--- src/pkg/asr_params.svh ---
// Constants of the addressable shift register chain.
// How it works
// - Sixteen-bit element shifts only when enabled.
// - Four-bit tap address picks observed position.
// - Tapped output follows address without clock.
// - Storage has no set or reset.
// - Last bit drives dedicated cascade output.
// - Cascaded elements form addressable 128-bit chain.
// - Wide muxes scale selection with element count.
`ifndef ASR_PARAMS_SVH
`define ASR_PARAMS_SVH

`define ASR_ELEM_BITS     16
`define ASR_ELEM_ADDR     4
`define ASR_CHAIN_ELEMS   8
`define ASR_CHAIN_SEL     3
`define ASR_BUF_DEPTH     2
`define ASR_BUF_CNT_BITS  2
`define ASR_BUF_FULL_CNT  2'h2
`define ASR_BUF_CNT_RST   2'h0
`define ASR_BUF_DATA_RST  2'h0
`define ASR_BIT_RST       1'h0
`define ASR_READY_RST     1'h1

`endif

--- src/pkg/asr_pkg.sv ---
// Types of the addressable shift register chain.
`include "asr_params.svh"
package asr_pkg;

    typedef struct packed {
        logic [`ASR_ELEM_BITS-1:0] bits;
    } asr_elem_state_type;

    typedef struct packed {
        logic [`ASR_BUF_DEPTH-1:0]    buf_data;
        logic [`ASR_BUF_CNT_BITS-1:0] buf_cnt;
        logic                         in_ready;
        logic                         out_valid;
        logic                         tap_reg;
    } asr_chain_state_type;

endpackage

--- src/rtl/asr_shift_element.sv ---
// One sixteen-bit addressable shift element with cascade output.
`timescale 1ns/100ps
`include "asr_params.svh"
module asr_shift_element (
    input  wire logic                      sys_clk_i,
    input  wire logic                      ce_i,
    input  wire logic                      shift_i,
    input  wire logic                      data_i,
    input  wire logic [`ASR_ELEM_ADDR-1:0] addr_i,
    output logic                           tap_o,
    output logic                           cascade_o
);

    asr_pkg::asr_elem_state_type st_reg;
    asr_pkg::asr_elem_state_type st_next;

    // ----------------------------------------------------------------
    // Shift logic
    // ----------------------------------------------------------------
    always_comb begin
        st_next = st_reg;
        if (ce_i && shift_i) begin
            st_next.bits = {st_reg.bits[`ASR_ELEM_BITS-2:0], data_i};
        end
    end

    // Storage is deliberately left without any reset term.
    always_ff @(posedge sys_clk_i) begin
        st_reg <= st_next;
    end

    // ----------------------------------------------------------------
    // Outputs
    // ----------------------------------------------------------------
    assign tap_o     = st_reg.bits[addr_i];
    assign cascade_o = st_reg.bits[`ASR_ELEM_BITS-1];

endmodule // asr_shift_element

--- src/rtl/asr_chain.sv ---
// Cascaded addressable shift register chain with registered read and drain buffer.
`timescale 1ns/100ps
`include "asr_params.svh"
module asr_chain #(
    parameter int ELEMS    = `ASR_CHAIN_ELEMS,
    parameter int SEL_BITS = `ASR_CHAIN_SEL
) (
    input  wire logic                               sys_clk_i,
    input  wire logic                               reset_i,
    input  wire logic                               ce_i,
    input  wire logic                               shift_en_i,
    input  wire logic                               data_i,
    input  wire logic [SEL_BITS+`ASR_ELEM_ADDR-1:0] addr_i,
    output logic                                    tap_o,
    output logic                                    tap_reg_o,
    output logic                                    cascade_o,
    output logic                                    in_ready_o,
    output logic                                    out_valid_o,
    output logic                                    out_data_o,
    input  wire logic                               out_ready_i
);

    asr_pkg::asr_chain_state_type st_reg;
    asr_pkg::asr_chain_state_type st_next;

    logic [ELEMS-1:0] elem_tap;
    logic [ELEMS-1:0] elem_casc;
    logic [ELEMS-1:0] elem_din;
    logic             shift;
    logic             pop;
    logic             tap_sel;

    // ----------------------------------------------------------------
    // Element chain
    // ----------------------------------------------------------------
    // A shift waits while the drain buffer is full, so no word falls off.
    assign shift = ce_i && shift_en_i && st_reg.in_ready;

    genvar gi;
    generate
        for (gi = 0; gi < ELEMS; gi++) begin : g_elem
            if (gi == 0) begin : g_first
                assign elem_din[gi] = data_i;
            end else begin : g_next
                assign elem_din[gi] = elem_casc[gi-1];
            end
            asr_shift_element u_elem (
                .sys_clk_i (sys_clk_i),
                .ce_i      (ce_i),
                .shift_i   (shift),
                .data_i    (elem_din[gi]),
                .addr_i    (addr_i[`ASR_ELEM_ADDR-1:0]),
                .tap_o     (elem_tap[gi]),
                .cascade_o (elem_casc[gi])
            );
        end
    endgenerate

    // ----------------------------------------------------------------
    // Wide tap selection
    // ----------------------------------------------------------------
    // Upper address bits pick the element, one mux level per doubling.
    assign tap_sel = elem_tap[addr_i[SEL_BITS+`ASR_ELEM_ADDR-1:`ASR_ELEM_ADDR]];

    // ----------------------------------------------------------------
    // Registered read and drain buffer
    // ----------------------------------------------------------------
    assign pop = ce_i && st_reg.out_valid && out_ready_i;

    always_comb begin
        logic [`ASR_BUF_CNT_BITS-1:0] cnt;
        logic [`ASR_BUF_DEPTH-1:0]    data;
        cnt = st_reg.buf_cnt;
        data = st_reg.buf_data;
        st_next = st_reg;
        if (ce_i) begin
            if (shift) begin
                st_next.tap_reg = tap_sel;
            end
            if (pop) begin
                data = {1'b0, data[`ASR_BUF_DEPTH-1:1]};
                cnt = cnt - 2'h1;
            end
            if (shift) begin
                data[cnt[0]] = elem_casc[ELEMS-1];
                cnt = cnt + 2'h1;
            end
            st_next.buf_data  = data;
            st_next.buf_cnt   = cnt;
            st_next.out_valid = (cnt != `ASR_BUF_CNT_RST);
            st_next.in_ready  = (cnt != `ASR_BUF_FULL_CNT);
        end
    end

    always_ff @(posedge sys_clk_i or posedge reset_i) begin
        if (reset_i) begin
            st_reg.buf_data  <= `ASR_BUF_DATA_RST;
            st_reg.buf_cnt   <= `ASR_BUF_CNT_RST;
            st_reg.in_ready  <= `ASR_READY_RST;
            st_reg.out_valid <= `ASR_BIT_RST;
            st_reg.tap_reg   <= `ASR_BIT_RST;
        end else begin
            st_reg <= st_next;
        end
    end

    // ----------------------------------------------------------------
    // Outputs
    // ----------------------------------------------------------------
    assign tap_o       = tap_sel;
    assign tap_reg_o   = st_reg.tap_reg;
    assign cascade_o   = elem_casc[ELEMS-1];
    assign in_ready_o  = st_reg.in_ready;
    assign out_valid_o = st_reg.out_valid;
    assign out_data_o  = st_reg.buf_data[0];

endmodule // asr_chain

--- config.mk ---
export PLATFORM = sky130hd
export DESIGN_NAME = asr_chain
export DESIGN_NICKNAME = d
export VERILOG_FILES = /design/src/pkg/asr_pkg.sv /design/src/rtl/asr_shift_element.sv /design/src/rtl/asr_chain.sv
export VERILOG_INCLUDE_DIRS = /design/src /design/src/pkg
export SDC_FILE = /design/constraint.sdc
export NUM_CORES = 1
export LEC_CHECK = 0
export BUFFER_PORTS_ARGS = -buffer_cell sky130_fd_sc_hd__buf_4
export CORE_UTILIZATION = 55
export DETAILED_ROUTE_END_ITERATION = 10
export PLACE_DENSITY = 0.79
export REMOVE_ABC_BUFFERS = 1
export SLEW_MARGIN = 25
export SYNTH_ARGS = -nofsm -noshare
export SYNTH_HDL_FRONTEND = slang
export SYNTH_SLANG_ARGS = --single-unit
--- constraint.sdc ---
create_clock -name sys_clk_i -period 2.9 [get_ports sys_clk_i]
set_input_delay 0.29 -clock sys_clk_i [delete_from_list [all_inputs] [get_ports sys_clk_i]]
set_output_delay 0.29 -clock sys_clk_i [all_outputs]
set_load 0.005 [all_outputs]
==> key figures <==
Clock network
  • CTS clk-pin slew, worst paths: 0.06 ns
  • Worst skew pair latency: 0.53 ns
  • # H-tree levels: 4
  • Sink Count: 135
  • CTS root buf: clkbuf_8
  • CTS tree: yes
  • Cts bufs inserted: 17
  • Clock Tree Buf Depth: 2

Floorplan
  • Initial Util: 56.2%
  • IO Pins: 19
  • Core box area: 0.00973 mm2
  • # rows: 36
  • Die area: 0.0104 mm2
  • Die height: 102 um
  • Chip width: 102 um

Layout
  • Inserted Diodes: 0
  • Most frequent cells in the layout: edfxtp_1, mux2i_1, buf_4, clkbuf_16, mux2_2
  • Largest register FFs: 128
  • Area grow syn2layout: 16.5%
  • Layout cell share with drive strength beyond 1: 23.4%
  • Post-layout nets: 338
  • Post-route insts no fill: 471
  • Design Area, Final: 0.00637 mm2
  • Most common cell after layout, fill and taps aside: edfxtp_1

Timing
  • Final setup TNS: 0 ns
  • Clk_skew: 0.00913 ns
  • Final hold viol count: 0
  • Period Utilization, post-route: 90.9%
  • Fmax: 379 MHz
  • Unrepaired setup endpoints after global routing: false
  • Slew headroom: 49.1%
  • Min cycle time layout: 2.64 ns
  • Final Slew Violations: 0
  • Worst-margin pin slew: 0.764 ns
  • Finish-stage setup viols: 0

Yosys
  • Synth Register Bits: 135
  • Async SR Flop Fraction: 5.19%
  • Number of distinct library cells after synthesis: 41
  • Synth warn: 0
  • Number of flops mapped to enable cells by yosys: 128
  • Post-Syn Area: 0.00547 mm2
  • Syn Area/Cell: 18.5 um2
  • Post-synth top flop: edfxtp_1
  • Post-synthesis cell count: 296
  • Post-synthesis sequential area ratio: 73.5%

Setup path
  • Worst Path Arrival: 2.35 ns
  • Crit-path max FO: 2
  • Critical path required time: 2.61 ns
  • CP endpoint kind: primary output
  • Worst setup SP type: register
  • Setup Crit Path Kind: register to primary output

Route
  • Drt pass-1 iters: 5
  • Overall routed net length: 9390 um
  • Residual DRC: 0
  • DR vias/cell: 5.96
  • DR iter-0 viols: 199
  • Final ANT Viol Nets: 0
  • Via Count: 2806
  • Routed WL per cell: 19.9 um

Flow run
  • MaxCap Viol Count: 0

Pwr
  • P_leak: 1.91 nW
  • Pwr Density: 796 mW/mm2
  • Maximum vdd drop: 493 uV

Hold path
  • Hold Path Class: input pin to register

Global routing
  • Met3 GRT Util: 6.35%
  • Met1 Resource Use GR: 28.5%
  • First-pass GRT wire length: 14800 um
  • GR Overflow Total: 0
  • GRT Util Overall: 20.4%
  • Pin count of the biggest net entering global routing: 54
  • Initial antenna violation count: 0
  • Routing usage on met2: 29.0%
  • Vias in the first global route: 2764
  • Gr busiest metal: met2

Placed design
  • Placed cell count: 436
  • Post-DP Area: 0.00572 mm2
  • GPL Wtd Cong: 0.774
  • HPWL after DPL: 5730 um
  • PortBufs: 18

Run status
  • Outcome: complete, no violations
## kinds of logic after synthesis
| group | count (synthesis) | synth area share, % |
|---|---|---|
| buffers and inverters | 18 | 2.01 |
| AOI/OAI and AO/OA | 40 | 5.51 |
| and+or+nand+nor | 40 | 3.89 |
| DFF | 135 | 73.5 |
| xor gates and xnor gates | 3 | 0.480 |
| muxes | 60 | 14.6 |
## critical path, cell delays in order, from the launching register on
cell	delay, ns
edfxtp_1	0.38
mux4_1	0.54
mux4_2	0.50
nand3_2	0.10
a41oi_2	0.12
buf_4	0.17
## path summary, 6_finish.rpt
| check | start | slack, ns | end | cells past startpoint |
|---|---|---|---|---|
| setup / recovery | g_elem[4].u_elem.st_reg[13]$_DFFE_PP_ | 0.26 | tap_o | 5 |
| hold / removal | shift_en_i | 0.08 | in_ready_o$_DFFE_PP1P_ | 3 |
| setup reg to reg | g_elem[4].u_elem.st_reg[13]$_DFFE_PP_ | 0.86 | tap_reg_o$_DFFE_PP0P_ | 5 |
| hold reg to reg | g_elem[1].u_elem.st_reg[11]$_DFFE_PP_ | 0.44 | g_elem[1].u_elem.st_reg[12]$_DFFE_PP_ | 0 |
| max in group asynchronous | reset_i | 2.38 | in_ready_o$_DFFE_PP1P_ | 3 |
| min in group asynchronous | reset_i | 0.25 | tap_reg_o$_DFFE_PP0P_ | 3 |
## cells in the mapped netlist (5+ instances only)
library cell  instances  area share (%)
a2111oi_0             8             1.3
nand3_1               7            0.64
a21oi_1               7            0.64
a22oi_1               6            0.82
mux4_2               10             4.1
edfxtp_1            128              70
mux2i_1              29             5.3
nand2_1              10            0.69
nor2_1                6            0.41
dfrtp_1               6             2.7
o211ai_1              5            0.69
mux2_2               13             2.7
## stage by stage
| stage | total power, mW | hold WS, ns | setup WS [ns] | util (%) |
|---|---|---|---|---|
| after floorplan | 2.70 | 0.0927 | -0.144 | - |
| after global placement | 2.86 | 0.240 | 0.392 | 58.8 |
| after detailed placement | 2.88 | 0.249 | 0.319 | 58.8 |
| after CTS | 5.12 | 0.0506 | 0.210 | 65.5 |
| after global routing | 5.25 | 0.0559 | 0.164 | 65.5 |
| final | 5.07 | 0.0754 | 0.264 | 65.5 |
## routing by layer
layer  up-vias  share of wire (%)
li1       1278                  -
met1      1442                 47
met2        71                 46
met3        15                4.5
met4         0                1.6
met5         -                  0
## power by group
group,switching (mW),internal [mW],total (mW)
Combinational,0.246,0.202,0.448
Clock,0.827,1.40,2.23
Sequential,0.0856,2.31,2.39
## area by class of cell
cell class,instances,area (um2)
inverters,5,21.3
clock buffers,18,418
flip-flops and latches,135,4020
well taps,133,166
multi-input cells,143,1340
fillers,692,3360
clock inverters,14,200
repair buffers,23,205
## timing repair
item,CTS,global route
gates resized for setup,0,0
buffers inserted,0,0
hold buffers,3,0
endpoints found under the hold margin,10,0
endpoints found under the setup margin,0,0
No activity file was read; power rests on OpenSTA's default activity.
